[src/verilog/ttd_pkg.sv]
// Constants and carrier types for the transmit timing divider
package ttd_pkg;

    // ****************************************************************
    // Clock and timing figures
    // ****************************************************************
    localparam int unsigned CLK_KHZ       = 125000;  // System clock rate
    localparam int unsigned CLK_PS        = 8000;    // System clock period
    localparam int unsigned BASE_KHZ      = 2304;    // Base frequency
    localparam int unsigned SYNC_PER_BASE = 4;       // Base ticks per sync
    localparam int unsigned DLY_PS        = 200000;  // 0.2 us lag
    localparam int unsigned LOSS_PS       = 5000000; // 5 us of silence

    // Cycle counts derived from the times above (least times round up)
    localparam int unsigned DLY_CYC  = (DLY_PS + CLK_PS - 1) / CLK_PS;
    localparam int unsigned LOSS_CYC = (LOSS_PS + CLK_PS - 1) / CLK_PS;

    // ****************************************************************
    // Oscillator accumulator
    // ****************************************************************
    localparam int unsigned NCO_W   = 24;            // Accumulator width
    localparam longint      NCO_ONE = 64'h1000000;   // Two to the NCO_W
    localparam logic [NCO_W-1:0] NCO_INC =
        NCO_W'((longint'(BASE_KHZ) * NCO_ONE) / longint'(CLK_KHZ));

    // ****************************************************************
    // Counter widths and reset values
    // ****************************************************************
    localparam int unsigned PER_W   = 12;            // Sync period counter
    localparam int unsigned LOSS_W  = 12;            // Silence counter
    localparam logic [1:0]  DIV3_LAST = 2'h2;        // Last count of /3
    localparam logic [1:0]  DIV3_RST  = 2'h0;        // Reset of /3

    // Mode of the frequency reference
    typedef enum logic {
        TTD_MASTER,
        TTD_SLAVE
    } ttd_mode_e;

    // All divider outputs, carried together
    typedef struct packed {
        logic half_rate_square_wave;      // 1,152 kc true
        logic half_rate_square_wave_n;    // 1,152 kc complement
        logic pulse_clock;                // 1,152 kc lagged 0.2 us
        logic quarter_rate_square_wave;   // 576 kc true
        logic quarter_rate_square_wave_n; // 576 kc complement
        logic third_stage_output;         // 384 kc true
        logic third_stage_output_n;       // 384 kc complement
        logic final_stage_output;         // 192 kc
    } ttd_timing_s;

    localparam ttd_timing_s TIMING_RST = '{
        half_rate_square_wave_n    : 1'b1,
        quarter_rate_square_wave_n : 1'b1,
        third_stage_output_n       : 1'b1,
        default                    : 1'b0
    };

endpackage

[src/verilog/ttd_transmit_timing.sv]
// Transmit timing divider: reference select, countdown chain, sync lock
`timescale 1ns/100ps
// How it works
// - Master runs from its own free oscillator
// - Master drives 576 kc on transmit timing
// - Received sync disables self generation
// - Slave base locks to four times sync
// - Suppression held while sync pulses continue
// - Drop-and-insert: both units run as slaves
// - First stage toggles, true and complement
// - Pulse clock lags first stage 0.2 us
// - Second stage follows first stage true output
// - Second stage gives 576 kc, both forms
// - Third stage follows base tick, every third
// - Chain reduces 1,152 kc to 192 kc
// - Divide by six: two halves, one 1.5
// - AND gate feeds back later stages
// - Final stage clocked by AND output
// - Sync resets stage one alternately, two always
// - Sync resets delayed by 0.2 us
module ttd_transmit_timing #(
    parameter int unsigned DLY_DEPTH  = ttd_pkg::DLY_CYC,  // Lag cycles
    parameter int unsigned LOSS_LIMIT = ttd_pkg::LOSS_CYC  // Loss cycles
) (
    input  wire logic                 mclk_i,            // 125 MHz clock
    input  wire logic                 rst_i,             // Sync reset
    input  wire logic                 sync_in_i,         // Timing lock in
    output ttd_pkg::ttd_timing_s      timing_o,          // Divider outputs
    output logic                      sync_out_xmt_o,    // 576 kc to slave
    output logic                      slave_mode_o       // High when slaved
);
    import ttd_pkg::*;

    // ****************************************************************
    // State
    // ****************************************************************
    logic                 sync_d_reg,   sync_d_next;    // Sync edge memory
    ttd_mode_e            mode_reg,     mode_next;      // Reference mode
    logic [LOSS_W-1:0]    loss_reg,     loss_next;      // Silence count
    logic [PER_W-1:0]     per_cnt_reg,  per_cnt_next;   // Running period
    logic [PER_W-1:0]     period_reg,   period_next;    // Last sync period
    logic [PER_W-1:0]     sub_reg,      sub_next;       // Slave tick timer
    logic [1:0]           nt_reg,       nt_next;        // Ticks since sync
    logic [NCO_W-1:0]     acc_reg,      acc_next;       // Master oscillator
    logic                 tick_reg,     tick_next;      // Base clock enable
    logic [DLY_DEPTH-1:0] sdly_reg,     sdly_next;      // Sync lag line
    logic [DLY_DEPTH-1:0] pdly_reg,     pdly_next;      // Pulse clock line
    logic                 alt_reg,      alt_next;       // Every other sync
    logic [1:0]           div3_reg,     div3_next;      // 1.5 stage phase
    ttd_timing_s          tim_reg,      tim_next;       // Output stages
    logic                 xmt_reg,      xmt_next;       // Transmit timing

    logic sync_rise;       // One cycle per incoming sync pulse
    logic sync_late;       // Sync pulse after the 0.2 us lag
    logic fb_and;          // Feedback gate firing the third stage
    logic s1_fall;         // First stage true output falling
    logic s2_fall;         // Second stage true output falling

    // ****************************************************************
    // Reference selection and base tick
    // ****************************************************************

    // Mode detect, period measure and base tick generation
    always_comb begin
        sync_d_next  = sync_in_i;
        sync_rise    = sync_in_i & ~sync_d_reg;
        mode_next    = mode_reg;
        loss_next    = loss_reg;
        per_cnt_next = per_cnt_reg + PER_W'(1);
        period_next  = period_reg;
        sub_next     = sub_reg + PER_W'(1);
        nt_next      = nt_reg;
        acc_next     = acc_reg;
        tick_next    = 1'b0;
        if (sync_rise) begin
            mode_next    = TTD_SLAVE;
            loss_next    = '0;
            per_cnt_next = PER_W'(1);
            period_next  = per_cnt_reg;
            nt_next      = '0;
        end else if (loss_reg == LOSS_W'(LOSS_LIMIT)) begin
            mode_next = TTD_MASTER;
        end else begin
            loss_next = loss_reg + LOSS_W'(1);
        end
        if (mode_reg == TTD_MASTER) begin
            // Accumulator carry marks one base period
            {tick_next, acc_next} = {1'b0, acc_reg} + {1'b0, NCO_INC};
        end else if (sync_rise) begin
            // Each sync restarts the quarter period timer
            sub_next  = PER_W'(1);
            tick_next = 1'b1;
        end else if (sub_reg >= (period_reg >> 2)
                     && nt_reg != 2'(SYNC_PER_BASE - 1)) begin
            // Three fill-in ticks; the sync edge gives the fourth, so a
            // period not divisible by four cannot squeeze in a fifth
            sub_next  = PER_W'(1);
            nt_next   = nt_reg + 2'h1;
            tick_next = 1'b1;
        end
    end

    // Registering of the reference state
    always_ff @(posedge mclk_i) begin
        if (rst_i) begin
            sync_d_reg  <= 1'b0;
            mode_reg    <= TTD_MASTER;
            loss_reg    <= '0;
            per_cnt_reg <= '0;
            period_reg  <= '0;
            sub_reg     <= '0;
            nt_reg      <= '0;
            acc_reg     <= '0;
            tick_reg    <= 1'b0;
        end else begin
            sync_d_reg  <= sync_d_next;
            mode_reg    <= mode_next;
            loss_reg    <= loss_next;
            per_cnt_reg <= per_cnt_next;
            period_reg  <= period_next;
            sub_reg     <= sub_next;
            nt_reg      <= nt_next;
            acc_reg     <= acc_next;
            tick_reg    <= tick_next;
        end
    end

    // ****************************************************************
    // Countdown chain
    // ****************************************************************

    // Every stage steps on the base tick, no ripple clocks
    always_comb begin
        sdly_next = {sdly_reg[DLY_DEPTH-2:0], sync_rise};
        sync_late = sdly_reg[DLY_DEPTH-1] & (mode_reg == TTD_SLAVE);
        alt_next  = alt_reg;
        div3_next = div3_reg;
        tim_next  = tim_reg;
        s1_fall   = 1'b0;
        s2_fall   = 1'b0;
        // Gate of the 1.5 stage: it fires on the last /3 phase
        fb_and    = tick_reg & div3_reg[1] & ~div3_reg[0];
        if (tick_reg) begin
            tim_next.half_rate_square_wave =
                ~tim_reg.half_rate_square_wave;
            s1_fall = tim_reg.half_rate_square_wave;
            div3_next = (div3_reg == DIV3_LAST) ? DIV3_RST
                                                : div3_reg + 2'h1;
        end
        if (s1_fall) begin
            tim_next.quarter_rate_square_wave =
                ~tim_reg.quarter_rate_square_wave;
            s2_fall = tim_reg.quarter_rate_square_wave;
        end
        if (fb_and) begin
            // Third stage steps every third base tick
            tim_next.third_stage_output = ~tim_reg.third_stage_output;
            if (!tim_reg.third_stage_output) begin
                tim_next.final_stage_output =
                    ~tim_reg.final_stage_output;
            end
        end
        if (sync_late) begin
            // Realign to sync once countdown has settled
            alt_next = ~alt_reg;
            tim_next.quarter_rate_square_wave = 1'b0;
            if (alt_reg) begin
                tim_next.half_rate_square_wave = 1'b0;
            end
        end
        // Complements always mirror the true outputs
        tim_next.half_rate_square_wave_n =
            ~tim_next.half_rate_square_wave;
        tim_next.quarter_rate_square_wave_n =
            ~tim_next.quarter_rate_square_wave;
        tim_next.third_stage_output_n = ~tim_next.third_stage_output;
        tim_next.pulse_clock = pdly_reg[DLY_DEPTH-1];
        // Line fed from the next value so the lag equals the depth
        pdly_next = {pdly_reg[DLY_DEPTH-2:0],
                     tim_next.half_rate_square_wave};
        // Only a master hands out its 576 kc
        xmt_next = (mode_reg == TTD_MASTER)
                 & tim_next.quarter_rate_square_wave;
    end

    // Registering of the chain; s2_fall unused beyond monitoring
    always_ff @(posedge mclk_i) begin
        if (rst_i) begin
            sdly_reg <= '0;
            pdly_reg <= '0;
            alt_reg  <= 1'b0;
            div3_reg <= DIV3_RST;
            tim_reg  <= TIMING_RST;
            xmt_reg  <= 1'b0;
        end else begin
            sdly_reg <= sdly_next;
            pdly_reg <= pdly_next;
            alt_reg  <= alt_next;
            div3_reg <= div3_next;
            tim_reg  <= tim_next;
            xmt_reg  <= xmt_next;
        end
    end

    // Outputs straight from flip-flops
    assign timing_o       = tim_reg;
    assign sync_out_xmt_o = xmt_reg;
    assign slave_mode_o   = (mode_reg == TTD_SLAVE);

    // ****************************************************************
    // Assertions
    // ****************************************************************
    logic [5:0] up_reg;    // Cycles since reset, saturating
    always_ff @(posedge mclk_i) begin
        if (rst_i) begin
            up_reg <= '0;
        end else if (up_reg != 6'h3F) begin
            up_reg <= up_reg + 6'h01;
        end
    end

    AST_MASTER_TICK: assert property (@(posedge mclk_i) disable iff (rst_i)
        mode_reg == TTD_MASTER |-> ##[1:60]
            (tick_reg || mode_reg == TTD_SLAVE))
        else $error("master base tick missing");
    AST_TX_MASTER: assert property (@(posedge mclk_i) disable iff (rst_i)
        (mode_reg == TTD_MASTER && $past(mode_reg) == TTD_MASTER
         && up_reg > 6'h2) |->
            sync_out_xmt_o == timing_o.quarter_rate_square_wave)
        else $error("master transmit timing wrong");
    AST_SYNC_SLAVES: assert property (@(posedge mclk_i) disable iff (rst_i)
        sync_rise |=> slave_mode_o ##1 !sync_out_xmt_o)
        else $error("sync did not force slave");
    AST_SLAVE_HOLD: assert property (@(posedge mclk_i) disable iff (rst_i)
        (slave_mode_o && loss_reg < LOSS_W'(LOSS_LIMIT)) |=> slave_mode_o)
        else $error("slave dropped while sync present");
    AST_FIRST_TOGGLE: assert property (@(posedge mclk_i) disable iff (rst_i)
        (tick_reg && !sync_late) |=>
            $changed(timing_o.half_rate_square_wave))
        else $error("first stage did not toggle");
    AST_COMPLEMENT: assert property (@(posedge mclk_i) disable iff (rst_i)
        timing_o.half_rate_square_wave != timing_o.half_rate_square_wave_n
        && timing_o.quarter_rate_square_wave
           != timing_o.quarter_rate_square_wave_n)
        else $error("complement outputs not exact");
    AST_PULSE_LAG: assert property (@(posedge mclk_i) disable iff (rst_i)
        up_reg == 6'h3F |-> timing_o.pulse_clock ==
            $past(timing_o.half_rate_square_wave, 25))
        else $error("pulse clock lag wrong");
    AST_THIRD_RATE: assert property (@(posedge mclk_i) disable iff (rst_i)
        fb_and |=> $changed(timing_o.third_stage_output))
        else $error("third stage missed gate");
    AST_FINAL_STEP: assert property (@(posedge mclk_i) disable iff (rst_i)
        $rose(timing_o.third_stage_output) |->
            $changed(timing_o.final_stage_output))
        else $error("final stage not clocked by gate");
    AST_SYNC_RESET: assert property (@(posedge mclk_i) disable iff (rst_i)
        sync_late |=> !timing_o.quarter_rate_square_wave)
        else $error("sync reset of second stage missed");
    AST_SYNC_LAG: assert property (@(posedge mclk_i) disable iff (rst_i)
        (sync_rise && slave_mode_o) |-> ##25 sync_late)
        else $error("sync reset lag wrong");

    COV_SLAVE_ENTRY: cover property (@(posedge mclk_i) disable iff (rst_i)
        !slave_mode_o ##1 slave_mode_o);
    COV_SYNC_LOSS: cover property (@(posedge mclk_i) disable iff (rst_i)
        slave_mode_o ##1 !slave_mode_o);
    COV_FINAL_RISE: cover property (@(posedge mclk_i) disable iff (rst_i)
        $rose(timing_o.final_stage_output));
    COV_S2_FALL: cover property (@(posedge mclk_i) disable iff (rst_i)
        s2_fall && sync_late);

endmodule
[config.mk]
export PLATFORM = sky130hd
export DESIGN_NAME = ttd_transmit_timing
export DESIGN_NICKNAME = d
export VERILOG_FILES = /design/src/verilog/ttd_pkg.sv /design/src/verilog/ttd_transmit_timing.sv
export SDC_FILE = /design/constraint.sdc
export NUM_CORES = 1
export LEC_CHECK = 0
export BUFFER_PORTS_ARGS = -buffer_cell sky130_fd_sc_hd__buf_2
export CORE_MARGIN = 10
export CORE_UTILIZATION = 40
export DETAILED_ROUTE_END_ITERATION = 12
export SLEW_MARGIN = 20
export SYNTH_ARGS = -nofsm -noshare
export SYNTH_HDL_FRONTEND = slang
export SYNTH_SLANG_ARGS = --single-unit
[constraint.sdc]
create_clock -name mclk_i -period 3.3 [get_ports mclk_i]
set_clock_uncertainty 0.1 [all_clocks]
set_input_delay 0.99 -clock mclk_i [delete_from_list [all_inputs] [get_ports mclk_i]]
set_output_delay 0.99 -clock mclk_i [all_outputs]
set_load 0.02 [all_outputs]
==> flow_summary.toml <==
[clocking]
cts.repair_timing.setup_buffer_count = 0
cts_hold_buf = 0
cts-buffers-inserted = 17
htreeDepth = 4
cts_tree = "yes"
cts_resized = 0
root_buffer = "clkbuf_16"
cts.clk_slew.worst_paths_ps = 60
clock_latency_ps = 410
cts_buffer_depth = 2
clock-sinks = 136

[critical_path]
start_kind = "flip-flop"
worst_path_max_delay_cell = "o211ai_1"
cpPeakStageDelay_ps = 710
critical_path.cell_chain = "inv_1 > ha_1 > nand2b_1 > a2111oi_0 > o31a_1 > o211ai_1 > nor2_1"
cp_top_family = "compound AO/OA/AOI/OAI gates"
cp_num_buf_inv = 1
worstSetupEndpointType = "flip-flop"
worstPathArrival_ps = 2530
worstSetupPathType = "reg2reg"
cp_max_fo = 11
crit_required_ps = 3470

[global_route]
grt_pass1_wl_um = 17100
overflow = 0
track_usage = 0.114
antenna_found_initial = 0
grt_max_degree = 40
grt_pass1_vias = 3755

[synth]
yosysSeqAreaShare = 0.509
synth_edf_count = 0
synthFlopType = "dfxtp_1"
yosys.cell_types.count = 56
syn-num-nets = 596
netlist_top_cells_area = "dfxtp_1 51%, nor2b_1 6.8%, nor2_1 4.4%"
async_flop_share = 0
synth_top_area_share = 0.509
yosys.area.top_type = "dfxtp_1"
syn_inst = 575
syn_area_per_cell_sq_um = 9.29
syn_area_sq_mm = 0.00534
ys_ff_latch = 136
yosys_warnings = 0

[cells_and_area]
fillers = 1275
final_common_cell = "dfxtp_1"
most-common-layout-cells = "136 x dfxtp_1, 63 x nor2_1, 58 x nor2b_1"
synthToLayoutAreaGrowth_pct = 14.8
instances_no_fill = 778
drive_above_1_share = 0.120
fin_nets = 610
antenna_cells = 0

[timing]
tns_ps = 0
slew_violations = 0
fmax_mhz = 423
fin_crit_ps = 2370
rsz0062_at_grt = "no"
final-setup-viol-count = 0
finalHoldViolCount = 0
fin_crit_sh = 0.717
relSlewSlack = 0.430
worst_pin_slew_ps = 852

[floorplanning]
die_area_sq_mm = 0.0184
die_width_um = 136
io_pins = 13
die_h_um = 136
initial_core_util = 0.405
num_rows = 42
core_area_sq_mm = 0.0132

[detailed_routing]
vias = 3800
drcViolationCount = 0
via_per_inst = 4.88
firstDrtPassIters = 4
drtIter0Drc = 193
drt-wirelength-per-cell_um = 12.3
ant_nets = 0
routed_wl_um = 9550

[placement]
port_buffers = 12
dp_hpwl_um = 6640
dp_cells = 746
gp_congestion = 0.823

[pwr]
powerDensity_mw_per_mm2 = 677
irDropWorstVdd_uv = 353
leakage_nw = 2.32

[hold_path]
hold_path_class = "reg2reg"

[run_status]
status = "finished clean"

[job]
cap_violations = 0
[synth_stat cells, types with 10 or more instances]
cell / count
nor3_1: 10
a21oi_1: 36
o21ai_0: 14
xnor2_1: 19
nor2b_1: 58
clkbuf_1: 15
ha_1: 18
xor2_1: 20
nand3_1: 15
nand4_1: 11
or3_1: 10
inv_1: 24
nand2_1: 53
dfxtp_1: 136
nor2_1: 63
[cell type report]
type | count | area [sq um] | share of cell area
sequential | 136 | 2720 | 0.444
multi-input combinational | 391 | 2430 | 0.396
clock buffer | 17 | 425 | 0.0694
tap | 176 | 220 | 0.0359
clock inverter | 15 | 133 | 0.0216
timing repair buffer | 19 | 113 | 0.0184
inverter | 24 | 90.1 | 0.0147
[stage by stage]
| step | utilization | hold WS (ps) | setup slack (ps) | total power (W) | cell area, sq um |
|---|---|---|---|---|---|
| floorplan | - | 314 | 1120 | 0.00232 | 5340 |
| global placement | 0.423 | 319 | 750 | 0.00240 | 5570 |
| detailed placement | 0.423 | 322 | 650 | 0.00242 | 5570 |
| global route | 0.465 | 348 | 664 | 0.00437 | 6130 |
| CTS | 0.465 | 336 | 875 | 0.00421 | 6130 |
| finish | 0.465 | 327 | 934 | 0.00415 | 6130 |
[metal layers]
metal	GRT usage	vias up	share of wire
li1	-	1957	-
met1	0.134	1798	0.48
met2	0.184	32	0.48
met3	0.0386	13	0.032
met4	0.0478	0	0.016
met5	0	-	0
[report_power, final]
part	switching (W)	internal, W	total, W
Clock	0.000780	0.000992	0.00177
Combinational	0.000261	0.000241	0.000502
Sequential	0.000142	0.00174	0.00188
[final timing paths]
path                                  end                    start  slack [ps]  depth (start not counted)
setup / recovery    sub_reg[7]$_SDFF_PP0_    sub_reg[0]$_SDFF_PP0_         930                          7
hold / removal    pdly_reg[12]$_SDFF_PP0_  pdly_reg[11]$_SDFF_PP0_         330                          1
hold reg to reg   pdly_reg[12]$_SDFF_PP0_  pdly_reg[11]$_SDFF_PP0_         330                          1
setup reg to reg    sub_reg[7]$_SDFF_PP0_    sub_reg[0]$_SDFF_PP0_         930                          7
[cell families (layout without fill, tap and decap cells)]
family | after synthesis | after routing | share of synthesized area
AO/OA/AOI/OAI | 76 | 76 | 0.0871
XOR/XNOR | 39 | 39 | 0.0639
adder cells (fa/ha/maj) | 18 | 18 | 0.0421
buffers and inverters | 48 | 75 | 0.0361
flip-flops | 136 | 136 | 0.509
multiplexers | 8 | 8 | 0.0162
AND/OR/NAND/NOR | 250 | 250 | 0.245
No activity file was read; power rests on OpenSTA's default activity.
